$ cat src/i2cc_defs.svh
// Offsets, field positions, reset values and sync depth of the bus control block
`ifndef I2CC_DEFS_SVH
`define I2CC_DEFS_SVH

// ----------------------------------------
// Register map
// ----------------------------------------
`define I2CC_BUS_CONTROL_ADDR 16'hFFA6
`define I2CC_BUS_CONTROL_RST  8'h00

// ----------------------------------------
// Field positions of bus_control
// ----------------------------------------
`define I2CC_IFACE_EN_BIT  3'h7
`define I2CC_EXIT_BIT      3'h6
`define I2CC_WCANCEL_BIT   3'h5
`define I2CC_SPIE_BIT      3'h4
`define I2CC_WTIM_BIT      3'h3
`define I2CC_ACKE_BIT      3'h2
`define I2CC_STOP_TRG_BIT  3'h1
`define I2CC_START_TRG_BIT 3'h0

// ----------------------------------------
// Bit counting on the serial clock, and line synchroniser depth
// ----------------------------------------
`define I2CC_CNT_EIGHTH 4'h8
`define I2CC_CNT_NINTH  4'h9
`define I2CC_SYNC_DEPTH 2

`endif

$ cat src/i2cc_pkg.sv
// Types shared by the bus control block
package i2cc_pkg;

	// Control register, bit 7 first
	typedef struct packed {
		logic interface_enable;
		logic exit_communication;
		logic wait_cancel;
		logic stop_interrupt_enable;
		logic wait_timing_select;
		logic acknowledge_enable;
		logic stop_trigger;
		logic start_trigger;
	} i2cc_ctrl_t;

	// Status and flag bits held by the block
	typedef struct packed {
		logic master_state_flag;
		logic extension_code_flag;
		logic address_match_flag;
		logic transmit_direction_flag;
		logic acknowledge_seen_flag;
		logic start_seen_flag;
		logic start_refused_flag;
		logic bus_busy_flag;
		logic clock_line_level;
		logic data_line_level;
	} i2cc_flags_t;

	// Sampled line events
	typedef struct packed {
		logic scl;
		logic sda;
		logic scl_rise;
		logic scl_fall;
		logic start;
		logic stop;
	} i2cc_line_t;

	typedef enum logic [2:0] {
		ST_OFF,
		ST_IDLE,
		ST_XFER,
		ST_WAIT,
		ST_STANDBY
	} i2cc_state_t;

endpackage : i2cc_pkg

$ cat src/i2cc_line_mon.sv
// Line synchroniser and start/stop/edge detector for the two bus lines
`timescale 1ns/1ps
`default_nettype none
`include "i2cc_defs.svh"

module i2cc_line_mon (
	input  wire logic              clk_in,
	input  wire logic              rst_n_in,
	input  wire logic              scl_in,
	input  wire logic              sda_in,
	output var  i2cc_pkg::i2cc_line_t line_out
);

	// ----------------------------------------
	// Two-stage synchronisers, then one history stage
	// ----------------------------------------
	logic [1:0] raw;
	logic [1:0] meta_q;
	logic [1:0] sync_q;
	logic [1:0] hist_q;

	assign raw = {scl_in, sda_in};

	genvar g;
	generate
		for (g = 0; g < 2; g++) begin : g_sync
			// Idle bus reads high, so stages reset high to avoid a false edge
			always_ff @(posedge clk_in or negedge rst_n_in) begin
				if (!rst_n_in) begin
					meta_q[g] <= 1'b1;
					sync_q[g] <= 1'b1;
					hist_q[g] <= 1'b1;
				end else begin
					meta_q[g] <= raw[g];
					sync_q[g] <= meta_q[g];
					hist_q[g] <= sync_q[g];
				end
			end
		end
	endgenerate

	// ----------------------------------------
	// Events from the settled stages only
	// ----------------------------------------
	always_comb begin
		line_out.scl      = sync_q[1];
		line_out.sda      = sync_q[0];
		line_out.scl_rise = sync_q[1] & ~hist_q[1];
		line_out.scl_fall = ~sync_q[1] & hist_q[1];
		line_out.start    = sync_q[1] & hist_q[1] & ~sync_q[0] & hist_q[0];
		line_out.stop     = sync_q[1] & hist_q[1] & sync_q[0] & ~hist_q[0];
	end

endmodule : i2cc_line_mon
`default_nettype wire

$ cat src/i2cc_bus_control.sv
// Control register and wait/standby logic of the two-wire serial interface
//
// Behaviour
// - Those three bits are taken in the same write that enables the interface.
// - Reset clears the whole control register to zero.
// - Register at FFA6H: enable, exit, cancel, stop-irq, timing, ack, stop, start.
// - Register takes single-bit and whole-byte writes.
// - Enable low halts the bus engine and holds status at reset values.
// - Disable also clears start-refused, bus-busy and both line-level monitors.
// - Writing exit abandons the transfer and enters standby.
// - Exit bit clears itself once performed.
// - Exit floats both lines and clears triggers and transfer status flags.
// - Standby ends on stop then master restart, or match/extension after start.
// - Wait-cancel releases the wait, then clears itself.
// - Cancel at ninth-clock wait while transmitting floats data, direction to receive.
// - Exit, wait-cancel and the start/stop triggers are ignored while disabled.
// - Enabling with clock high and data low detects a start at once.
// - Stop detection raises the interrupt only if stop-irq enable is set.
// - Timing bit picks eighth or ninth falling edge for interrupt and wait on data bytes.
// - With ack enabled, data is driven low in the ninth clock of received data bytes.
`timescale 1ns/1ps
`default_nettype none
`include "i2cc_defs.svh"

module i2cc_bus_control (
	input  wire logic                  clk_in,
	input  wire logic                  rst_n_in,
	input  wire logic [15:0]           cpu_addr_in,
	input  wire logic                  cpu_wr_in,
	input  wire logic                  cpu_bit_wr_in,
	input  wire logic [2:0]            cpu_bit_sel_in,
	input  wire logic [7:0]            cpu_wdata_in,
	input  wire logic                  cpu_rd_in,
	output var  logic [7:0]            cpu_rdata_out,
	input  wire logic                  shift_write_in,
	input  wire logic                  tx_bit_in,
	input  wire logic                  tx_dir_in,
	input  wire logic                  addr_match_in,
	input  wire logic                  ext_code_in,
	input  wire logic                  serial_clock_line_in,
	output var  logic                  serial_clock_line_out,
	output var  logic                  serial_clock_line_oe_out,
	input  wire logic                  serial_data_line_in,
	output var  logic                  serial_data_line_out,
	output var  logic                  serial_data_line_oe_out,
	output var  logic                  bus_interrupt_request_out,
	output var  i2cc_pkg::i2cc_ctrl_t  bus_control_out,
	output var  i2cc_pkg::i2cc_flags_t flags_out
);

	// ----------------------------------------
	// Line monitor
	// ----------------------------------------
	i2cc_pkg::i2cc_line_t line;

	i2cc_line_mon u_line_mon (
		.clk_in   (clk_in),
		.rst_n_in (rst_n_in),
		.scl_in   (serial_clock_line_in),
		.sda_in   (serial_data_line_in),
		.line_out (line)
	);

	// ----------------------------------------
	// Control register
	// ----------------------------------------
	i2cc_pkg::i2cc_ctrl_t ctrl_q;
	i2cc_pkg::i2cc_ctrl_t ctrl_d;
	i2cc_pkg::i2cc_ctrl_t wval;
	logic                 hit;
	logic                 en;
	logic                 wait_release;

	assign en = ctrl_q.interface_enable;
	assign hit = (cpu_addr_in == `I2CC_BUS_CONTROL_ADDR) & (cpu_wr_in | cpu_bit_wr_in);

	always_comb begin
		wval = ctrl_q;
		if (cpu_wr_in) begin
			wval = i2cc_pkg::i2cc_ctrl_t'(cpu_wdata_in);
		end else begin
			wval[cpu_bit_sel_in] = cpu_wdata_in[0];
		end
	end

	always_comb begin
		ctrl_d = ctrl_q;
		// Self-clearing bits drop the cycle after they act
		if (ctrl_q.exit_communication) begin
			ctrl_d.exit_communication = 1'b0;
			ctrl_d.start_trigger      = 1'b0;
			ctrl_d.stop_trigger       = 1'b0;
		end
		if (ctrl_q.wait_cancel) begin
			ctrl_d.wait_cancel = 1'b0;
		end
		if (line.start) begin
			ctrl_d.start_trigger = 1'b0;
		end
		if (line.stop) begin
			ctrl_d.stop_trigger = 1'b0;
		end
		if (hit) begin
			// Config bits stored on every write, so enabling write carries them
			ctrl_d.interface_enable      = wval.interface_enable;
			ctrl_d.stop_interrupt_enable = wval.stop_interrupt_enable;
			ctrl_d.wait_timing_select    = wval.wait_timing_select;
			ctrl_d.acknowledge_enable    = wval.acknowledge_enable;
			if (en) begin
				// Strobe bits only act on an enabled interface
				ctrl_d.exit_communication = wval.exit_communication;
				ctrl_d.wait_cancel        = wval.wait_cancel;
				ctrl_d.start_trigger      = wval.start_trigger;
				ctrl_d.stop_trigger       = wval.stop_trigger;
			end
		end
		if (!ctrl_d.interface_enable) begin
			ctrl_d.exit_communication = 1'b0;
			ctrl_d.wait_cancel        = 1'b0;
			ctrl_d.start_trigger      = 1'b0;
			ctrl_d.stop_trigger       = 1'b0;
		end
	end

	always_ff @(posedge clk_in or negedge rst_n_in) begin
		if (!rst_n_in) begin
			ctrl_q <= i2cc_pkg::i2cc_ctrl_t'(`I2CC_BUS_CONTROL_RST);
		end else begin
			ctrl_q <= ctrl_d;
		end
	end

	// ----------------------------------------
	// Bus engine state
	// ----------------------------------------
	i2cc_pkg::i2cc_state_t st_q;
	i2cc_pkg::i2cc_state_t st_d;
	i2cc_pkg::i2cc_flags_t fl_q;
	i2cc_pkg::i2cc_flags_t fl_d;
	logic [3:0]            cnt_q;
	logic [3:0]            cnt_d;
	logic                  addr_ph_q;
	logic                  addr_ph_d;
	logic                  ninth_q;
	logic                  ninth_d;
	logic                  en_prev_q;
	logic                  stop_seen_q;
	logic                  stop_seen_d;
	logic                  irq_d;
	logic                  start_evt;
	logic                  spie_on;

	// Enabling onto a low data line counts as a start
	assign start_evt = line.start | (en & ~en_prev_q & line.scl & ~line.sda);
	assign spie_on = ctrl_q.stop_interrupt_enable & en;
	assign wait_release = ctrl_q.wait_cancel | shift_write_in;

	always_comb begin
		st_d        = st_q;
		fl_d        = fl_q;
		cnt_d       = cnt_q;
		addr_ph_d   = addr_ph_q;
		ninth_d     = ninth_q;
		stop_seen_d = stop_seen_q;
		irq_d       = 1'b0;
		fl_d.clock_line_level = line.scl;
		fl_d.data_line_level  = line.sda;
		unique case (st_q)
			i2cc_pkg::ST_OFF: begin
				st_d = i2cc_pkg::ST_IDLE;
			end
			i2cc_pkg::ST_IDLE: begin
				if (start_evt) begin
					st_d      = i2cc_pkg::ST_XFER;
					cnt_d     = 4'hF; // Start's own clock fall wraps this to zero
					addr_ph_d = 1'b1;
				end
			end
			i2cc_pkg::ST_XFER: begin
				if (line.scl_rise && cnt_q == `I2CC_CNT_EIGHTH) begin
					fl_d.acknowledge_seen_flag = ~line.sda;
				end
				if (line.scl_fall) begin
					cnt_d = cnt_q + 4'h1;
					if (cnt_q + 4'h1 == `I2CC_CNT_EIGHTH && !ctrl_q.wait_timing_select && !addr_ph_q) begin
						st_d    = i2cc_pkg::ST_WAIT;
						ninth_d = 1'b0;
						irq_d   = 1'b1;
					end else if (cnt_q + 4'h1 == `I2CC_CNT_NINTH) begin
						cnt_d     = 4'h0;
						addr_ph_d = 1'b0;
						if (addr_ph_q) begin
							fl_d.transmit_direction_flag = tx_dir_in;
							fl_d.address_match_flag      = addr_match_in;
							fl_d.extension_code_flag     = ext_code_in;
						end
						// Address bytes always wait at the ninth edge
						if (ctrl_q.wait_timing_select || addr_ph_q) begin
							st_d    = i2cc_pkg::ST_WAIT;
							ninth_d = 1'b1;
							irq_d   = 1'b1;
						end
					end
				end
			end
			i2cc_pkg::ST_WAIT: begin
				if (wait_release) begin
					st_d = i2cc_pkg::ST_XFER;
					if (ninth_q && fl_q.transmit_direction_flag && ctrl_q.wait_cancel) begin
						fl_d.transmit_direction_flag = 1'b0;
					end
				end
			end
			i2cc_pkg::ST_STANDBY: begin
				// Only a match or extension after a start, or a restart, re-engages
				if (fl_q.start_seen_flag && (addr_match_in || ext_code_in)) begin
					st_d                     = i2cc_pkg::ST_XFER;
					cnt_d                    = 4'hF; // Engaged before the start's clock fall
					addr_ph_d                = 1'b0;
					fl_d.address_match_flag  = addr_match_in;
					fl_d.extension_code_flag = ext_code_in;
				end else if (stop_seen_q && ctrl_q.start_trigger) begin
					st_d = i2cc_pkg::ST_IDLE;
				end
			end
		endcase
		if (start_evt) begin
			fl_d.start_seen_flag = 1'b1;
			fl_d.bus_busy_flag   = 1'b1;
			stop_seen_d          = 1'b0;
		end
		if (line.stop) begin
			fl_d.bus_busy_flag     = 1'b0;
			fl_d.master_state_flag = 1'b0;
			fl_d.start_seen_flag   = 1'b0;
			stop_seen_d            = 1'b1;
			irq_d                  = irq_d | spie_on;
			if (st_q != i2cc_pkg::ST_STANDBY) begin
				st_d = i2cc_pkg::ST_IDLE;
			end
		end
		// Start request: refused while the bus is taken; set wins over a stop's clear, exit still clears it
		if (hit && en && wval.start_trigger) begin
			if (fl_q.bus_busy_flag) begin
				fl_d.start_refused_flag = 1'b1;
			end else begin
				fl_d.master_state_flag = 1'b1;
			end
		end
		if (ctrl_q.exit_communication) begin
			st_d                         = i2cc_pkg::ST_STANDBY;
			fl_d.master_state_flag       = 1'b0;
			fl_d.extension_code_flag     = 1'b0;
			fl_d.address_match_flag      = 1'b0;
			fl_d.transmit_direction_flag = 1'b0;
			fl_d.acknowledge_seen_flag   = 1'b0;
			fl_d.start_seen_flag         = 1'b0;
			stop_seen_d                  = 1'b0;
		end
		if (!en) begin
			st_d        = i2cc_pkg::ST_OFF;
			fl_d        = '0;
			cnt_d       = 4'h0;
			addr_ph_d   = 1'b0;
			ninth_d     = 1'b0;
			stop_seen_d = 1'b0;
			irq_d       = 1'b0;
		end
	end

	always_ff @(posedge clk_in or negedge rst_n_in) begin
		if (!rst_n_in) begin
			st_q        <= i2cc_pkg::ST_OFF;
			fl_q        <= '0;
			cnt_q       <= 4'h0;
			addr_ph_q   <= 1'b0;
			ninth_q     <= 1'b0;
			en_prev_q   <= 1'b0;
			stop_seen_q <= 1'b0;
		end else begin
			st_q        <= st_d;
			fl_q        <= fl_d;
			cnt_q       <= cnt_d;
			addr_ph_q   <= addr_ph_d;
			ninth_q     <= ninth_d;
			en_prev_q   <= en;
			stop_seen_q <= stop_seen_d;
		end
	end

	// ----------------------------------------
	// Pin drive and read port
	// ----------------------------------------
	logic       scl_oe_d;
	logic       sda_oe_d;
	logic       scl_oe_q;
	logic       sda_oe_q;
	logic       irq_q;
	logic [7:0] rdata_d;
	logic [7:0] rdata_q;
	logic       in_xfer;

	// Both pins float in standby and while off
	assign in_xfer = (st_d == i2cc_pkg::ST_XFER) | (st_d == i2cc_pkg::ST_WAIT);

	always_comb begin
		scl_oe_d = (st_d == i2cc_pkg::ST_WAIT);
		sda_oe_d = 1'b0;
		if (in_xfer && cnt_d == `I2CC_CNT_EIGHTH && !fl_d.transmit_direction_flag) begin
			// Address ack comes from the match; data ack from the enable
			sda_oe_d = addr_ph_d ? addr_match_in : ctrl_q.acknowledge_enable;
		end else if (in_xfer && cnt_d < `I2CC_CNT_EIGHTH && fl_d.transmit_direction_flag) begin
			sda_oe_d = ~tx_bit_in;
		end
		rdata_d = rdata_q;
		if (cpu_rd_in) begin
			rdata_d = (cpu_addr_in == `I2CC_BUS_CONTROL_ADDR) ? ctrl_q : 8'h00;
		end
	end

	always_ff @(posedge clk_in or negedge rst_n_in) begin
		if (!rst_n_in) begin
			scl_oe_q <= 1'b0;
			sda_oe_q <= 1'b0;
			irq_q    <= 1'b0;
			rdata_q  <= 8'h00;
		end else begin
			scl_oe_q <= scl_oe_d;
			sda_oe_q <= sda_oe_d;
			irq_q    <= irq_d;
			rdata_q  <= rdata_d;
		end
	end

	// Open drain: only ever pull low
	assign serial_clock_line_out     = 1'b0;
	assign serial_data_line_out      = 1'b0;
	assign serial_clock_line_oe_out  = scl_oe_q;
	assign serial_data_line_oe_out   = sda_oe_q;
	assign bus_interrupt_request_out = irq_q;
	assign bus_control_out           = ctrl_q;
	assign flags_out                 = fl_q;
	assign cpu_rdata_out             = rdata_q;

endmodule : i2cc_bus_control
`default_nettype wire

$ cat config.mk
export PLATFORM = sky130hd
export DESIGN_NAME = i2cc_bus_control
export DESIGN_NICKNAME = d
export VERILOG_FILES = /design/src/i2cc_pkg.sv /design/src/i2cc_line_mon.sv /design/src/i2cc_bus_control.sv
export VERILOG_INCLUDE_DIRS = /design/src
export SDC_FILE = /design/constraint.sdc
export NUM_CORES = 1
export LEC_CHECK = 0
export BUFFER_PORTS_ARGS = -buffer_cell sky130_fd_sc_hd__buf_4
export CAP_MARGIN = 20
export CORE_MARGIN = 1
export CORE_UTILIZATION = 54
export CTS_BUF_LIST = sky130_fd_sc_hd__clkbuf_8
export CTS_CLUSTER_DIAMETER = 100
export CTS_CLUSTER_SIZE = 25
export DETAILED_ROUTE_END_ITERATION = 7
export GPL_ROUTABILITY_DRIVEN = 0
export PLACE_DENSITY = 0.79
export REMOVE_ABC_BUFFERS = 1
export SYNTH_ARGS = -nofsm -noshare
export SYNTH_HDL_FRONTEND = slang
export SYNTH_HIERARCHICAL = 1
export SYNTH_SLANG_ARGS = --single-unit
$ cat constraint.sdc
create_clock -name clk_in -period 2.8 [get_ports clk_in]
set_input_delay 0.28 -clock clk_in [delete_from_list [all_inputs] [get_ports clk_in]]
set_output_delay 0.28 -clock clk_in [all_outputs]
set_load 0.01 [all_outputs]
==> results.txt, run 1 <==
----------------------------------------------------
[Outcome]
  Outcome ... finished, final reports clean

[Global route]
  Wire length of the first global-routing pass ... 10700 µm
  Pin count of the biggest net entering global routing ... 47
  GRT overflow ... 0
  Number of antenna violations at the first check in global routing ... 0
  Number of global-route vias before repair ... 2209
  Overall Global Routing Usage ... 0.273

[Floorplanning]
  Die height ... between 70 and 80 µm
  Placeable core region ... between 0.004 and 0.005 mm²
  Boundary Pins ... 70
  Starting Density ... 0.572
  Die Footprint ... 0.00499 mm²
  Number of rows in the core area ... 24
  X dimension of the die ... around 70 µm

[Placed design]
  Half-perimeter wire length of the detailed placement result ... around 4700 µm
  Count of input and output buffers ... 67
  Post-placement setup slack ... roughly 0.44 ns

[Timing]
  RSZ-0062 raised after global routing ... no
  Peak Freq ... around 0.42 GHz
  Number of endpoints failing setup at the final stage ... 0
  Fin crit period ... 2.40 ns
  Final-layout setup total negative slack ... 0 ns
  Final Hold Vio Count ... 0
  Number of slew-limit violations in the final report ... 0
  Ratio of final minimum period to clock period ... 0.857
  Hold Slack ... about 0.081 ns
  Actual slew at the worst max-slew pin ... slightly above 0.7 ns
  Largest clock skew in the final design ... just over 0.003 ns
  Worst slew margin relative to its limit ... 0.518
  Setup ws final ... around 0.40 ns

[Pwr]
  Max rail drop VDD ... between 0.2 and 0.3 mV
  Final total power ... around 1.2 mW
  Static power due to leakage ... between 1.5 and 2 nW
  Power density over the cells ... approximately 390 mW/mm²

[Setup path]
  Startpoint types ... flop
  Arrival time of the worst setup path ... around 2.6 ns
  Critical-path maximum fanout ... 7
  Cell-by-cell trace of the critical path ... nor4bb_1 -> o21a_1 -> nor2_1 -> a2111oi_4 -> mux2_1 -> a41o_1
  Worst Path Class, Setup ... flop to flop
  Slowest cell on crit path ... sky130_fd_sc_hd__dfstp_2
  Longest individual stage delay on the worst path ... 0.59 ns
  Data required time of the worst path ... about 3 ns
  Crit path capture type ... flop

[Clock tree]
  TritonCTS clock tree ... yes
  Level count of the clock H-tree ... 2
  CTS Buf Count ... 5
  Hold_buf cts ... 1
  Clock tree buffer depth ... 2
  Number of clock sinks ... 46
  Clock transition at the registers of the reported paths ... 0.08 ns
  Number of buffers added for setup after CTS ... 0
  Clk root buf ... sky130_fd_sc_hd__clkbuf_8
  Clock latency on the worst-skew pair ... about 0.3 ns
  Gates resized, CTS repair ... 0

[Yosys]
  Sequential element share of the synthesized area ... 0.456
  Cell accounting for the most synthesized area ... sky130_fd_sc_hd__dfrtp_1
  Netlist Area Pre-Place ... approximately 0.0025 mm²
  Yosys warns ... 6
  Distinct cell type count of the synthesized netlist ... just under 60
  Number of storage elements in the synthesis netlist ... 46
  Gate Count Post-Synth ... 270
  Count of flip-flops with a built-in enable after synthesis ... 0
  Async set-reset flop share out of synthesis ... 1.00
  Primary flip-flop cell chosen by synthesis mapping ... sky130_fd_sc_hd__dfrtp_1
  Average footprint of a synthesized cell ... between 9 and 10 µm²
  Proportion of netlist area held by the largest area contributor ... 0.394
  Area contributors post-synth ... sky130_fd_sc_hd__dfrtp_1, sky130_fd_sc_hd__dfstp_2, sky130_fd_sc_hd__nand2_1, sky130_fd_sc_hd__nor2_1, sky130_fd_sc_hd__mux2i_1

[Routing]
  Vias per cell ... 5.71
  Count of vias placed by the detailed router ... about 2200
  Average wire per standard cell ... 16.1 µm
  Detailed router's first-iteration violation count ... 210
  Routed wire length ... around 6300 µm
  Number of nets with antenna violations after detailed routing ... 0
  Drt first pass iters ... 4
  DRC viols ... 0

[Finish]
  Commonest cells after routing, fill and taps aside ... sky130_fd_sc_hd__buf_4, sky130_fd_sc_hd__dfrtp_1, sky130_fd_sc_hd__nor2_1, sky130_fd_sc_hd__nand2_1, sky130_fd_sc_hd__inv_1
  Fraction of final layout cells with drive strength greater than 1 ... 0.283
  Syn-to-layout area delta ... 25.0%
  Commonest non-fill, non-tap cell in the layout ... sky130_fd_sc_hd__buf_4
  Final Net Count ... 380
  N_diodes ... 0
  Fraction of the core area covered by cells at the end of the flow ... 0.715

[Job]
  Count of max-cap constraint violations ... 0

[Hold path]
  Hold/Removal Path Class ... primary input to flop

----------------------------------------------------
power by group:
group          internal, mW  leakage (nW)  switching [mW]
Clock                 0.263        0.0556           0.221
Combinational        0.0469         0.859          0.0404
Sequential            0.672         0.607         0.00381
Total                 0.981          1.52           0.265
Yosys cell counts, drive strengths merged, types with 4 or more instances:
library cell / number
inv: 18
mux2i: 10
dfstp: 6
nand2: 29
o21ai: 19
o211ai: 4
a21oi: 17
and2: 8
dfrtp: 40
nor2b: 5
nor2: 30
buf: 9
nand4: 5
nor3: 8
metal layers:
metal	global-route usage	part of all wire	vias to the layer above
met5	0	0	-
met4	0.0889	0.015	0
met3	0.0499	0.052	12
met2	0.452	0.50	62
met1	0.368	0.43	1078
li1	-	-	1081
cell families after synthesis:
logic type	count (synthesis)	share of synthesized area
XOR/XNOR	3	0.0103
other	1	0.00147
flip-flops	46	0.456
AO/OA/AOI/OAI	63	0.172
multiplexers	11	0.0438
AND/OR/NAND/NOR	113	0.242
adder cells (fa/ha/maj)	3	0.0148
buffers and inverters	30	0.0605
metrics by stage:
step / instances / cell area, µm²
after floorplan: 259 / 2460
after global placement: 382 / 3060
after detailed placement: 382 / 3060
after CTS: 391 / 3180
after global routing: 391 / 3180
final: 391 / 3180
worst paths after layout:
| path | depth (start not counted) | slack, ns | end | from |
|---|---|---|---|---|
| min in group asynchronous | 2 | 0.52 | st_q[2]$_DFF_PN0_ | rst_n_in |
| max | 6 | 0.40 | serial_data_line_oe_out$_DFF_PN0_ | u_line_mon/line_out[5]$_DFF_PN1_ |
| min reg2reg | 0 | 0.36 | u_line_mon/line_out[4]$_DFF_PN1_ | u_line_mon/meta_q[0]$_DFF_PN1_ |
| min | 1 | 0.08 | u_line_mon/meta_q[0]$_DFF_PN1_ | serial_data_line_in |
| max reg2reg | 6 | 0.40 | serial_data_line_oe_out$_DFF_PN0_ | u_line_mon/line_out[5]$_DFF_PN1_ |
| max in group asynchronous | 2 | 1.90 | u_line_mon/hist_q[1]$_DFF_PN1_ | rst_n_in |
critical path: cells and delay by family (launching register included):
| kind | cells | cell delay (ns) |
|---|---|---|
| AO/OA/AOI/OAI | 3 | 0.84 |
| flip-flops | 1 | 0.59 |
| multiplexers | 1 | 0.36 |
| AND/OR/NAND/NOR | 2 | 0.51 |
state kept, by name, indices dropped and copies added, names as in the netlist:
name                       cells
bus_interrupt_request_out      1
stop_seen_q                    1
u_line_mon/meta_q              2
serial_clock_line_oe_out       1
cpu_rdata_out                  8
cnt_q                          4
u_line_mon/line_out            2
serial_data_line_oe_out        1
u_line_mon/hist_q              2
addr_ph_q                      1
st_q                           3
en_prev_q                      1
bus_control_out                7
en                             1
ninth_q                        1
flags_out                     10
final cells by class:
| cell class | count | area, µm² |
|---|---|---|
| multi-input cells | 195 | 1230 |
| flip-flops and latches | 46 | 1160 |
| well taps | 52 | 65.1 |
| repair buffers | 72 | 543 |
| clock inverters | 3 | 41.3 |
| inverters | 18 | 67.6 |
| clock buffers | 5 | 68.8 |
| fillers | 360 | 1270 |
No activity file was read; power rests on OpenSTA's default activity.
==> run 2: changes to the inputs <==
CORE_ASPECT_RATIO = 0.75   (was unset)
CORE_UTILIZATION = 52   (was 54)
CTS_BUF_LIST = sky130_fd_sc_hd__clkbuf_16   (was sky130_fd_sc_hd__clkbuf_8)
PLACE_DENSITY = 0.76   (was 0.79)
==> run 2 against run 1 <==
Net effect:
- the run now ends with hold timing left
- wire length rose by 1.9%
- global-route usage shrank 0.61 points
- design area is 0.71% higher
- non-clock buffer count down 2
- maximum frequency decreased by 2.4%
- sequential share of layout area down 0.26 points
- power is 8.2% higher
- sequential cell count is the same
- register-to-register slack lost 0.06 ns
- largest power group unchanged
==> results.txt, run 2 (synthesis gave the netlist of run 1 again) <==
----------------------------------------------------
[Global route]
  GRT met3 Usage ... 0.0628 (+0.0129)
  Layer carrying the most global-route usage ... met1
  Wire length of the first global-routing pass ... 10400 µm (-3.0%)
  GRT met2 Usage ... 0.377 (-0.0749)
  Number of antenna violations at the first check in global routing ... 0 (unchanged)
  GRT overflow ... 0 (unchanged)
  Overall Global Routing Usage ... 0.267 (-0.00610)
  Number of global-route vias before repair ... 2102 (-4.8%)
  Global routing met1 resource utilization ... 0.408 (+0.0392)
  Pin count of the biggest net entering global routing ... 47 (unchanged)

[Finish]
  N_diodes ... 0 (unchanged)
  Final Net Count ... 378 (-0.53%)
  Commonest cells after routing, fill and taps aside ... sky130_fd_sc_hd__buf_4, sky130_fd_sc_hd__dfrtp_1, sky130_fd_sc_hd__nor2_1, sky130_fd_sc_hd__nand2_1, sky130_fd_sc_hd__inv_1
  Syn-to-layout area delta ... 25.9%
  Fraction of final layout cells with drive strength greater than 1 ... 0.285 (+0.00168)
  Commonest non-fill, non-tap cell in the layout ... sky130_fd_sc_hd__buf_4
  Fraction of the core area covered by cells at the end of the flow ... 0.700 (-0.0150)
  Layout fillers ... 375 (+4.2%)
  Max reg flops ... 10 (unchanged)

[Floorplanning]
  Placeable core region ... 0.00457 mm² (+2.9%)
  Boundary Pins ... 70 (unchanged)
  Die height ... 62.6 µm (-11%)
  Starting Density ... 0.556 (-0.0160)
  Number of rows in the core area ... 21 (-13%)
  Die Footprint ... 0.00518 mm² (+3.8%)
  X dimension of the die ... 82.7 µm (+17%)

[Timing]
  Final-layout setup total negative slack ... 0 ns (unchanged)
  Number of endpoints failing setup at the final stage ... 0 (unchanged)
  Actual slew at the worst max-slew pin ... 0.821 ns (+0.104 ns)
  Final Hold Vio Count ... 30 (+30)
  RSZ-0062 raised after global routing ... no
  Hold Slack ... -0.0198 ns (-0.101 ns)
  Peak Freq ... 0.407 GHz (-2.4%)
  Largest clock skew in the final design ... 0.00599 ns (+0.00297 ns)
  Number of slew-limit violations in the final report ... 0 (unchanged)
  Worst slew margin relative to its limit ... 0.449 (-0.0696)
  Fin crit period ... 2.46 ns (+0.0587 ns)
  Ratio of final minimum period to clock period ... 0.878 (+0.0210)

[Routing]
  Drt first pass iters ... 5 (+1)
  Routed wire length ... 6420 µm (+1.9%)
  Detailed router's first-iteration violation count ... 218 (+3.8%)
  DRC viols ... 0 (unchanged)
  Number of nets with antenna violations after detailed routing ... 0 (unchanged)
  Count of vias placed by the detailed router ... 2273 (+1.8%)
  Average wire per standard cell ... 16.3 µm (+1.1%)
  Vias per cell ... 5.77 (+1.0%)

[Setup path]
  Crit path capture type ... flop
  Arrival time of the worst setup path ... 2.63 ns (+0.04 ns)
  Data required time of the worst path ... 2.97 ns (-0.02 ns)
  Startpoint types ... flop
  Worst Path Class, Setup ... flop to flop
  Critical-path maximum fanout ... 9 (+2)

[Outcome]
  Violations in the final reports ... hold timing
  Outcome ... complete, but fails checks

[Placed design]
  Half-perimeter wire length of the detailed placement result ... 4700 µm (+0.85%)
  Count of input and output buffers ... 67 (unchanged)

[Job]
  Count of max-cap constraint violations ... 0 (unchanged)

[Clock tree]
  Number of clock sinks ... 46 (unchanged)
  Hold_buf cts ... 0 (-1)
  CTS Buf Count ... 5 (unchanged)
  Level count of the clock H-tree ... 2 (unchanged)
  Clock latency on the worst-skew pair ... 0.29 ns (about the same)
  TritonCTS clock tree ... yes
  Gates resized, CTS repair ... 0 (unchanged)
  Clock tree buffer depth ... 2 (unchanged)
  Number of buffers added for setup after CTS ... 0 (unchanged)
  Clock transition at the registers of the reported paths ... 0.06 ns (-0.02 ns)
  Clk root buf ... sky130_fd_sc_hd__clkbuf_16

[Pwr]
  Sw Ratio ... 0.222 (+0.00958)
  Static power due to leakage ... 1.53 nW (+0.58%)
  Max rail drop VDD ... 0.359 mV (+25%)
  Net switching power ... 0.300 mW (+13%)
  Reg power frac ... 0.501 (-0.041)
  Final total power ... 1.35 mW (+8.2%)
  Cell internal power dissipation ... 1.05 mW (+6.9%)
  Power density over the cells ... 421 mW/mm² (+7.4%)
  Combinational power share ... 0.064 (-0.006)
  Clock network fraction of design power ... 0.434 (+0.046)

[Hold path]
  Hold/Removal Path Class ... primary input to async pin

----------------------------------------------------
==> run 2: cell type report <==
type / count / area [µm²] / share of cell area
Tap cell: 57 / 71.3 / 0.0223
Inverter: 18 / 67.6 / 0.0211
Sequential cell: 46 / 1160 / 0.362
Clock inverter: 3 / 18.8 / 0.00586
Multi-Input combinational cell: 195 / 1230 / 0.385
Clock buffer: 5 / 125 / 0.0391
Timing Repair Buffer: 70 / 526 / 0.164
==> run 2: stage by stage <==
stage	instance area, µm²	std cells	setup WS (ns)
floorplan	2460	259	0.176
global placement	3060	386	0.498
global route	3200	394	0.224
finish	3200	394	0.343
detailed placement	3060	386	0.438
CTS	3200	394	0.384
==> run 2: routing by layer <==
metal	wire, µm	vias up
li1	-	1081
met4	89	0
met1	2940	1071
met5	0	-
met2	2820	106
met3	576	15
==> run 2: path summary, 6_finish.rpt <==
path                                                     start                           endpoint  slack (ns)  depth (start not counted)
worst max-delay path            u_line_mon/hist_q[1]$_DFF_PN1_  serial_data_line_oe_out$_DFF_PN0_        0.34                          8
worst min-delay path                                  rst_n_in       cpu_rdata_out[0]$_DFFE_PN0P_       -0.02                          1
worst max register to register  u_line_mon/hist_q[1]$_DFF_PN1_  serial_data_line_oe_out$_DFF_PN0_        0.34                          8
worst min register to register  u_line_mon/meta_q[0]$_DFF_PN1_   u_line_mon/line_out[4]$_DFF_PN1_        0.36                          0
max in group asynchronous                             rst_n_in                 cnt_q[1]$_DFF_PN0_        2.42                          1
min in group clk_in                        serial_data_line_in     u_line_mon/meta_q[0]$_DFF_PN1_        0.09                          1
==> run 2: critical path, stage by stage, from the launching register on <==
cell	delay (ns)
sky130_fd_sc_hd__dfstp_2	0.55
sky130_fd_sc_hd__nor2b_1	0.30
sky130_fd_sc_hd__nor4bb_1	0.33
sky130_fd_sc_hd__buf_4	0.22
sky130_fd_sc_hd__nand3_1	0.10
sky130_fd_sc_hd__a311oi_1	0.37
sky130_fd_sc_hd__a41o_1	0.19
sky130_fd_sc_hd__nor4bb_1	0.06
sky130_fd_sc_hd__a41o_1	0.24
==> run 2: power by group through the flow <==
stage	Sequential [mW]	Combinational (mW)	Clock, mW
floorplan	0.687	0.0210	0
global placement	0.688	0.0863	0
detailed placement	0.688	0.0870	0
CTS	0.676	0.0878	0.590
global route	0.677	0.0958	0.618
finish	0.676	0.0868	0.586
